$ cat config.mk
export PLATFORM = sky130hd
export DESIGN_NAME = modbus_status_read_slave
export DESIGN_NICKNAME = d
export VERILOG_FILES = /design/src/rtl/crc16_step.v /design/src/rtl/modbus_status_read_slave.v
export VERILOG_INCLUDE_DIRS = /design/src /design/src/rtl
export SDC_FILE = /design/constraint.sdc
export NUM_CORES = 1
export LEC_CHECK = 0
export BUFFER_PORTS_ARGS = -buffer_cell sky130_fd_sc_hd__buf_2
export CORE_UTILIZATION = 55
export DETAILED_ROUTE_END_ITERATION = 6
export MAX_ROUTING_LAYER = met4
export PLACE_DENSITY = 0.73
export SYNTH_ARGS = -nofsm -noshare
export SYNTH_HDL_FRONTEND = slang
export SYNTH_SLANG_ARGS = --single-unit
$ cat constraint.sdc
create_clock -name mclk -period 4.26 [get_ports mclk]
set_input_delay 0.852 -clock mclk [delete_from_list [all_inputs] [get_ports mclk]]
set_output_delay 0.852 -clock mclk [all_outputs]
set_load 0.05 [all_outputs]
$ cat src/rtl/modbus_status_regs.vh
// Constants for the status-read responder: frame fields, offsets and timing.
`ifndef MODBUS_STATUS_REGS_VH
`define MODBUS_STATUS_REGS_VH

// Function code for reading holding registers.
`define FUNC_READ_REGS 8'h03
// Register offsets served by this block.
`define REG_DEVICE_STATUS_TWO 16'h9006
`define REG_EXPANSION_DEVICE_STATUS 16'h9007
// Register count carried by an accepted query.
`define REG_COUNT_ONE 16'h0001
// Data byte count returned for one register.
`define BYTE_COUNT_ONE 8'h02
// Lowest and highest legal slave addresses.
`define SLAVE_ADDR_MIN 8'h01
`define SLAVE_ADDR_MAX 8'h10
// Address offset between axis number and slave address.
`define AXIS_ADDR_OFFSET 8'h01
// CRC-16 seed and reflected polynomial.
`define CRC_INIT 16'hffff
`define CRC_POLY 16'ha001
// Residue of a correct frame run through the CRC, check bytes included.
`define CRC_GOOD 16'h0000
// Query length in bytes and index of the last response byte.
`define QUERY_LEN 4'h8
`define RESP_LAST 3'h6
// Index of the first CRC byte in the response.
`define RESP_CRC_LO 3'h5
// Silent interval in microseconds and the clock period in nanoseconds.
`define SILENT_US 4000
`define MCLK_PERIOD_NS 8
`define NS_PER_US 1000

`endif

$ cat src/rtl/crc16_step.v
// Running CRC-16 register fed one byte at a time.
`timescale 1ns/1ps
`include "modbus_status_regs.vh"

module crc16_step (
	// Clock and reset.
	input wire mclk,
	input wire rst,
	// Byte input; restart seeds the register before the byte is folded in.
	input wire restart,
	input wire enable,
	input wire [7:0] dataIn,
	// Current CRC value.
	output reg [15:0] crc
);

	wire [15:0] seed;
	wire [15:0] stage [0:8];

	// The seed is the init value at the start of a frame, else the running sum.
	assign seed = restart ? `CRC_INIT : crc;
	assign stage[0] = seed ^ {8'h00, dataIn};

	// One shift-and-xor stage per data bit.
	genvar i;
	generate
		for (i = 0; i < 8; i = i + 1) begin : bitStage
			assign stage[i + 1] = stage[i][0] ?
				((stage[i] >> 1) ^ `CRC_POLY) : (stage[i] >> 1);
		end
	endgenerate

	// The register folds in a byte whenever it is enabled.
	always @(posedge mclk) begin
		if (rst) begin
			crc <= `CRC_INIT;
		end else if (enable) begin
			crc <= stage[8];
		end
	end

endmodule

$ cat src/rtl/modbus_status_read_slave.v
// Serial-line responder serving reads of the two device status words.
`timescale 1ns/1ps
`include "modbus_status_regs.vh"

module modbus_status_read_slave #(
	parameter SILENT_CYCLES = (`SILENT_US * `NS_PER_US + `MCLK_PERIOD_NS - 1)
		/ `MCLK_PERIOD_NS,
	parameter SILENT_W = 20
) (
	// Clock and reset.
	input wire mclk,
	input wire rst,
	// Axis identity.
	input wire [3:0] axisNumber,
	// Status words from the controller core.
	input wire [15:0] deviceStatusTwo,
	input wire [15:0] expansionDeviceStatus,
	// Received bytes from the serial receiver.
	input wire rxValid,
	input wire [7:0] rxByte,
	// Bytes to the serial transmitter.
	output reg txValid,
	output reg [7:0] txByte,
	input wire txReady,
	// Frame outcome pulses.
	output reg answered,
	output reg discarded
);

	localparam ST_RECV = 2'b00;
	localparam ST_SEND = 2'b01;
	localparam ST_HOLD = 2'b10;

	// Last count of the quiet timer, cut to the timer width on purpose.
	localparam integer SILENT_LAST_N = SILENT_CYCLES - 1;
	localparam [SILENT_W-1:0] SILENT_LAST = SILENT_LAST_N[SILENT_W-1:0];

	reg [1:0] state;
	reg [SILENT_W-1:0] silence;
	reg [3:0] rxCount;
	reg [63:0] frame;
	reg [7:0] ownAddr;
	reg [15:0] replyData;
	reg [2:0] txIndex;
	wire [15:0] rxCrc;
	wire [15:0] txCrc;
	wire rxTake;
	wire frameEnd;
	wire txLoad;
	wire [7:0] qAddr;
	wire [7:0] qFunc;
	wire [15:0] qStart;
	wire [15:0] qCount;
	wire addrOk;
	wire queryOk;

	// Picks the response byte for a given position.
	function [7:0] replyByte;
		input [2:0] idx;
		input [7:0] addr;
		input [15:0] data;
		input [15:0] crc;
		begin
			case (idx)
				3'h0: replyByte = addr;
				3'h1: replyByte = `FUNC_READ_REGS;
				3'h2: replyByte = `BYTE_COUNT_ONE;
				3'h3: replyByte = data[15:8];
				3'h4: replyByte = data[7:0];
				3'h5: replyByte = crc[7:0];
				default: replyByte = crc[15:8];
			endcase
		end
	endfunction

	// Bytes are taken only while listening; the line is half duplex.
	assign rxTake = rxValid && (state == ST_RECV);
	// A frame ends once the line has been quiet for a full interval.
	assign frameEnd = (state == ST_RECV) && !rxValid && (rxCount != 4'h0)
		&& (silence == SILENT_LAST);
	assign txLoad = (state == ST_SEND) && !txValid;

	// Query fields, first byte in the top of the shift register.
	assign qAddr = frame[63:56];
	assign qFunc = frame[55:48];
	assign qStart = frame[47:32];
	assign qCount = frame[31:16];
	assign addrOk = (qAddr == ownAddr) && (ownAddr >= `SLAVE_ADDR_MIN)
		&& (ownAddr <= `SLAVE_ADDR_MAX);
	assign queryOk = addrOk && (rxCount == `QUERY_LEN)
		&& (qFunc == `FUNC_READ_REGS) && (qCount == `REG_COUNT_ONE)
		&& ((qStart == `REG_DEVICE_STATUS_TWO)
		|| (qStart == `REG_EXPANSION_DEVICE_STATUS))
		&& (rxCrc == `CRC_GOOD);

	// Checks the received frame, check bytes included.
	crc16_step rxCheck (
		.mclk(mclk),
		.rst(rst),
		.restart(rxCount == 4'h0),
		.enable(rxTake),
		.dataIn(rxByte),
		.crc(rxCrc)
	);

	// Builds the check field of the response as its bytes are loaded.
	crc16_step txCheck (
		.mclk(mclk),
		.rst(rst),
		.restart(txIndex == 3'h0),
		.enable(txLoad && (txIndex < `RESP_CRC_LO)),
		.dataIn(replyByte(txIndex, ownAddr, replyData, txCrc)),
		.crc(txCrc)
	);

	// The own address follows the axis number.
	always @(posedge mclk) begin
		if (rst) begin
			ownAddr <= `AXIS_ADDR_OFFSET;
		end else begin
			ownAddr <= {4'h0, axisNumber} + `AXIS_ADDR_OFFSET;
		end
	end

	// Collects query bytes; counts saturate above a legal query length.
	always @(posedge mclk) begin
		if (rst) begin
			frame <= 64'h0;
			rxCount <= 4'h0;
		end else if (frameEnd) begin
			rxCount <= 4'h0;
		end else if (rxTake) begin
			frame <= {frame[55:0], rxByte};
			if (rxCount <= `QUERY_LEN) begin
				rxCount <= rxCount + 4'h1;
			end
		end
	end

	// Measures quiet time on the line; any traffic restarts it.
	always @(posedge mclk) begin
		if (rst) begin
			silence <= {SILENT_W{1'b0}};
		end else if (rxValid || (state == ST_SEND)) begin
			silence <= {SILENT_W{1'b0}};
		end else if (silence != SILENT_LAST) begin
			silence <= silence + {{(SILENT_W-1){1'b0}}, 1'b1};
		end
	end

	// Sequencer: listen, answer, then keep the line quiet before listening.
	always @(posedge mclk) begin
		if (rst) begin
			state <= ST_RECV;
			txValid <= 1'b0;
			txByte <= 8'h00;
			txIndex <= 3'h0;
			replyData <= 16'h0000;
			answered <= 1'b0;
			discarded <= 1'b0;
		end else begin
			answered <= 1'b0;
			discarded <= 1'b0;
			case (state)
				ST_RECV: begin
					txIndex <= 3'h0;
					if (frameEnd && queryOk) begin
						// The query's closing silence also leads the reply.
						state <= ST_SEND;
						if (qStart == `REG_DEVICE_STATUS_TWO) begin
							replyData <= deviceStatusTwo;
						end else begin
							replyData <= expansionDeviceStatus;
						end
					end else if (frameEnd) begin
						discarded <= 1'b1;
					end
				end
				ST_SEND: begin
					if (!txValid) begin
						txByte <= replyByte(txIndex, ownAddr, replyData,
							txCrc);
						txValid <= 1'b1;
					end else if (txReady) begin
						txValid <= 1'b0;
						txIndex <= txIndex + 3'h1;
						if (txIndex == `RESP_LAST) begin
							state <= ST_HOLD;
							answered <= 1'b1;
						end
					end
				end
				ST_HOLD: begin
					// Trailing silence; incoming bytes restart the wait.
					if (!rxValid && (silence == SILENT_LAST)) begin
						state <= ST_RECV;
					end
				end
				default: begin
					state <= ST_RECV;
				end
			endcase
		end
	end

endmodule

==> metrics, run 1 <==
critical path arrival about 3.6 ns; # DRC 0; Starting Density 0.569; clock skew roughly 0.012 ns; Syn Nets between 900 and 1000; hold crit path type reg -> reg; outcome completed; Die W ~120 µm; DIE AREA between 10000 and 15000 µm²; minimum clock period ~3.3 ns; Final period util 0.780; number of global-route vias before repair 5348; P&R area growth vs syn 12.7%; drt total wl roughly 16000 µm; most common cell after layout, fill and taps aside dfxtp_1; Gate Count Post-Synth 857; most frequent cells in the layout 157 x dfxtp_1, 149 x nand2_1, 125 x nor2_1, 97 x a21oi_1, 57 x buf_2; Design Area, Final slightly above 8000 µm²; placed cell areas ~7500 µm²; DR WL/cell roughly 15 µm; worst skew pair latency between 0.4 and 0.5 ns; Rows 41; clock sink count approximately 160; endpoints failing setup 0; number of synthesized register bits between 150 and 200; PortBufs 58; CTS hold repair buffers 0; Max Slew Vio Count 0; hpwl dp roughly 11000 µm; Relative slew margins 0.365; placed cells between 1000 and 1500; gr usage total 0.253; core area about 13000 µm²; DR pass1 iterations 4; nets@finish approximately 950; GP Congestion just over 0.9; hold_sp frame[15]; Final Util 0.641; first-pass GRT wire length roughly 26000 µm; Critical Path Source txIndex[0]; share of layout cells above drive strength 1 0.128; Worst Path Required about 4.5 ns; fillers approximately 1100; Setup Fix Bufs, Post-CTS 0; CTS tree yes; crit path kind reg -> reg; grt total ovfl 0; number of synthesized flops with an enable pin 0; peak supply drop around 0.33 mV; Top FF cell, synth dfxtp_1; Pwr Total between 3 and 4 mW; post-route ant nets 0; Synthesis Warnings 0; Hold Slack approximately 0.45 ns; worst r2r src txIndex[0]; post-CTS sizing 0; initial antenna violation count 1; clk slew on worst S/H paths around 0.060 ns; DRT iter0 DRCs ~350; CTS H-tree lvls 4; PD cells 408 nW/µm²; pre-CTS WS 0.912 ns; Final Hold Viols 0; Synth async-reset ratio 0; fmax ~300 MHz; Total Neg Setup Slack 0 ns; total number of vias ~5900; drt via density between 5 and 6; Max clock buf depth 2; Worst-Margin Slew between 0.9 and 1 ns; Setup crit end kind flip-flop; largest net degree at the start of global routing 96; mapped cell area a little over 7000 µm²; chip height 116 µm; Final WS setup about 0.94 ns; Non-Filler Instances roughly 1100; r2r setup slk 0.94 ns; crit start category flip-flop; maximum capacitance violations 0; register area share after synthesis 0.436; RSZ-0062 raised after global routing false; syn_area_per_cell 8.41 µm²; Leak 3.04 nW; I/O Pins roughly 60; Netlist cell types 63; clk root buf clkbuf_16; CTS buffer count 17; crit-path max FO 13
## state kept, by name (all words and copies together), names as in the netlist
signal	cells
txValid	1
rxCheck.crc	16
txCheck.crc	16
txIndex	3
ownAddr	5
state	2
frame	64
replyData	16
silence	20
rxCount	4
answered	1
txByte	8
discarded	1
## path summary, 6_finish.rpt
kind | end | cells after the start
worst max-delay path | txCheck.crc[14] | 9
worst max register to register | txCheck.crc[14] | 9
worst min register to register | frame[15] | 2
worst min-delay path | frame[15] | 2
## logic make-up (layout without fill, tap and decap cells)
kind of cell / count (synthesis) / after routing / synth area share
multiplexers: 28 / 28 / 0.0425
flip-flops: 157 / 157 / 0.436
XOR/XNOR: 76 / 76 / 0.105
AND/OR/NAND/NOR: 369 / 369 / 0.229
buffers and inverters: 62 / 105 / 0.0394
adder cells (fa/ha/maj): 9 / 9 / 0.0156
AO/OA/AOI/OAI: 156 / 156 / 0.132
other: 0 / 1 / 0
## area by class of cell
cell class / count / area [µm²] / share of cell area
Multi-Input combinational cell: 638 / 3780 / 0.465
Clock inverter: 7 / 110 / 0.0136
Inverter: 9 / 33.8 / 0.00416
Clock buffer: 24 / 492 / 0.0605
Timing Repair Buffer: 65 / 345 / 0.0425
Tap cell: 172 / 215 / 0.0265
Sequential cell: 157 / 3140 / 0.387
Antenna cell: 1 / 2.50 / 0.000308
## report_power, final
part           leakage, nW  total (mW)  switching, mW  internal, mW
sequential            1.27        1.53         0.0285          1.50
combinational         1.47       0.255          0.141         0.115
clock                0.300        1.54          0.560         0.976
## critical path: stages (launching register included)
cell	delay [ns]
dfxtp_1	0.42
inv_1	0.10
ha_1	0.35
a2111o_1	0.67
mux2_2	0.40
xnor2_2	0.25
xor2_2	0.19
xnor3_2	0.50
xor2_1	0.23
o21ai_2	0.07
## synthesized netlist by cell type (all sizes together) (6+ instances only)
library cell / count / share of area
a211o: 18 / 0.022
a21oi: 97 / 0.067
and3: 7 / 0.0061
buf: 16 / 0.015
clkbuf: 37 / 0.019
dfxtp: 157 / 0.44
ha: 9 / 0.016
inv: 9 / 0.0047
mux2i: 23 / 0.034
nand2: 150 / 0.078
nand2b: 11 / 0.0096
nand3: 14 / 0.0097
nand4: 10 / 0.0087
nor2: 126 / 0.066
nor3: 10 / 0.0069
nor4: 13 / 0.012
o21ai: 12 / 0.0089
o22ai: 6 / 0.0061
xnor2: 43 / 0.060
xor2: 31 / 0.039
## routing by layer
layer	GRT usage	vias up	share of wire
met3	0.0519	31	0.043
met5	-	-	0
met2	0.411	130	0.48
li1	-	2963	-
met4	0.116	0	0.028
met1	0.302	2731	0.45
No activity file was read; power rests on OpenSTA's default activity.
==> run 2, diff against run 1 <==
--- a/config.mk
+++ b/config.mk
@@ -7,10 +7,10 @@
 export NUM_CORES = 1
 export LEC_CHECK = 0
 export BUFFER_PORTS_ARGS = -buffer_cell sky130_fd_sc_hd__buf_2
-export CORE_UTILIZATION = 55
+export CORE_UTILIZATION = 54
 export DETAILED_ROUTE_END_ITERATION = 6
 export MAX_ROUTING_LAYER = met4
-export PLACE_DENSITY = 0.73
+export PLACE_DENSITY = 0.75
 export SYNTH_ARGS = -nofsm -noshare
 export SYNTH_HDL_FRONTEND = slang
 export SYNTH_SLANG_ARGS = --single-unit
==> constraint.sdc (replaced) <==
create_clock -name mclk -period 2.9 [get_ports mclk]
set_input_delay 0.58 -clock mclk [delete_from_list [all_inputs] [get_ports mclk]]
set_output_delay 0.58 -clock mclk [all_outputs]
set_load 0.05 [all_outputs]
==> metrics, run 2 (synthesis gave the netlist of run 1 again) <==
Relative slew margins 0.505; number of global-route vias before repair between 5000 and 6000; hold crit path type in -> reg; CTS tree yes; Reg with most FFs frame; DR pass1 iterations 4; Total Neg Setup Slack 0 ns; DRT iter0 DRCs 402; Pwr Total 5.00 mW; Leak between 3 and 4 nW; gr usage total 0.246; worst path bufs/invs 1; DIE AREA approximately 14000 µm²; largest net degree at the start of global routing 137; multi-input logic area 3900 µm²; worst-case reg-to-reg path depth 10; Critical Path Source txIndex[0]; FF-to-FF End txCheck.crc[14]; core area approximately 13000 µm²; crit path kind reg -> reg; most common cell after layout, fill and taps aside dfxtp_1; Die W approximately 120 µm; Starting Density 0.562; share of layout cells above drive strength 1 0.169; grt total ovfl 0; PortBufs slightly below 60; placed cells 1056; Final WS setup 0.0520 ns; peak supply drop about 0.35 mV; minimum clock period between 2 and 3 ns; maximum capacitance violations 0; hpwl dp between 10000 and 15000 µm; worst r2r src txIndex[0]; CP max stage delay about 0.52 ns; Worst Path Required around 3.3 ns; chip height about 120 µm; post-route ant nets 0; r2r setup slk ~0.052 ns; CTS buffer count 17; PD cells between 500 and 600 nW/µm²; Largest regs frame: 64 flops, silence: 20 flops; nets@finish 969; drt total wl approximately 16000 µm; Worst-Margin Slew about 0.73 ns; Non-Filler Instances around 1100; Largest register FFs 64; clock skew roughly 0.0089 ns; crit-path cells ha_4, ha_4, a2111o_1, buf_6, mux2_4, xnor2_4, xor2_2, xnor3_2, xor2_2, o21ai_2; pre-CTS WS -0.0490 ns; Setup crit end kind flip-flop; fillers ~1000; first-pass GRT wire length about 27000 µm; clk slew on worst S/H paths approximately 0.06 ns; clk root buf clkbuf_16; Reg area approximately 3200 µm²; most frequent cells in the layout 155 x dfxtp_1, 149 x nand2_1, 124 x nor2_1, 97 x a21oi_1, 57 x buf_2; CTS hold repair buffers 0; initial antenna violation count 1; worst skew pair latency roughly 0.42 ns; clock sink count 157; outcome completed; critical path arrival ~3.2 ns; CTS H-tree lvls 4; worst setup path endpoint txCheck.crc[14]; crit start category flip-flop; fmax 351 MHz; P&R area growth vs syn 18.1%; Final period util 0.982; cell family with most CP delay XOR/XNOR gates; crit-path max FO 4; Max clock buf depth 2; Final Hold Viols 0; Max Slew Vio Count 0; Final Util 0.663; endpoints failing setup 0; I/O Pins 59; CP Depth 10; # DRC 0; GP Congestion 0.831; Rows between 40 and 50; total number of vias 5943; drt via density ~5.4; CP max-delay cell xnor3_2; DR WL/cell 14.7 µm
## run 2: worst min path at each step
stage                              from          to  slack [ns]  depth (start not counted)
final                     axisNumber[0]  ownAddr[0]        0.37                          2
after global routing      axisNumber[0]  ownAddr[0]        0.37                          2
after CTS                 axisNumber[0]  ownAddr[0]        0.36                          2
after detailed placement      frame[12]   frame[20]        0.44                          2
after global placement         frame[2]   frame[10]        0.44                          2
after floorplan                frame[2]   frame[10]        0.43                          2
## run 2: timing repair
item / CTS / global route
resized for setup: 10 / 17
pin swaps: 6 / 11
endpoints found under the setup margin: 3 / 5
buffers inserted: 3 / 6
gates cloned: 0 / 0
## run 2: cell type report
cell class / count / share of cell area
multi-input combinational: 638 / 0.459
sequential: 157 / 0.370
timing repair buffer: 89 / 0.0680
clock buffer: 19 / 0.0533
tap: 172 / 0.0253
clock inverter: 13 / 0.0200
inverter: 9 / 0.00397
antenna: 1 / 0.000294
## run 2: layer usage
metal | track usage | wire length, µm | part of all wire | vias to the layer above
met3 | 0.0543 | 754 | 0.047 | 33
met1 | 0.303 | 7300 | 0.45 | 2741
met5 | - | 0 | 0 | -
met4 | 0.110 | 430 | 0.027 | 0
met2 | 0.387 | 7670 | 0.47 | 152
li1 | - | - | - | 3017
## run 2: stage by stage
| stage | hold WS [ns] | instance area, µm² |
|---|---|---|
| finish | 0.369 | 8510 |
| global route | 0.371 | 8510 |
| CTS | 0.360 | 8380 |
| detailed placement | 0.443 | 7670 |
| global placement | 0.437 | 7670 |
| floorplan | 0.432 | 7200 |
## run 2: power breakdown
group / leakage [nW] / internal [mW] / switching (mW)
combinational: 1.65 / 0.197 / 0.221
sequential: 1.27 / 2.20 / 0.0402
clock: 0.308 / 1.47 / 0.867
total: 3.23 / 3.87 / 1.13
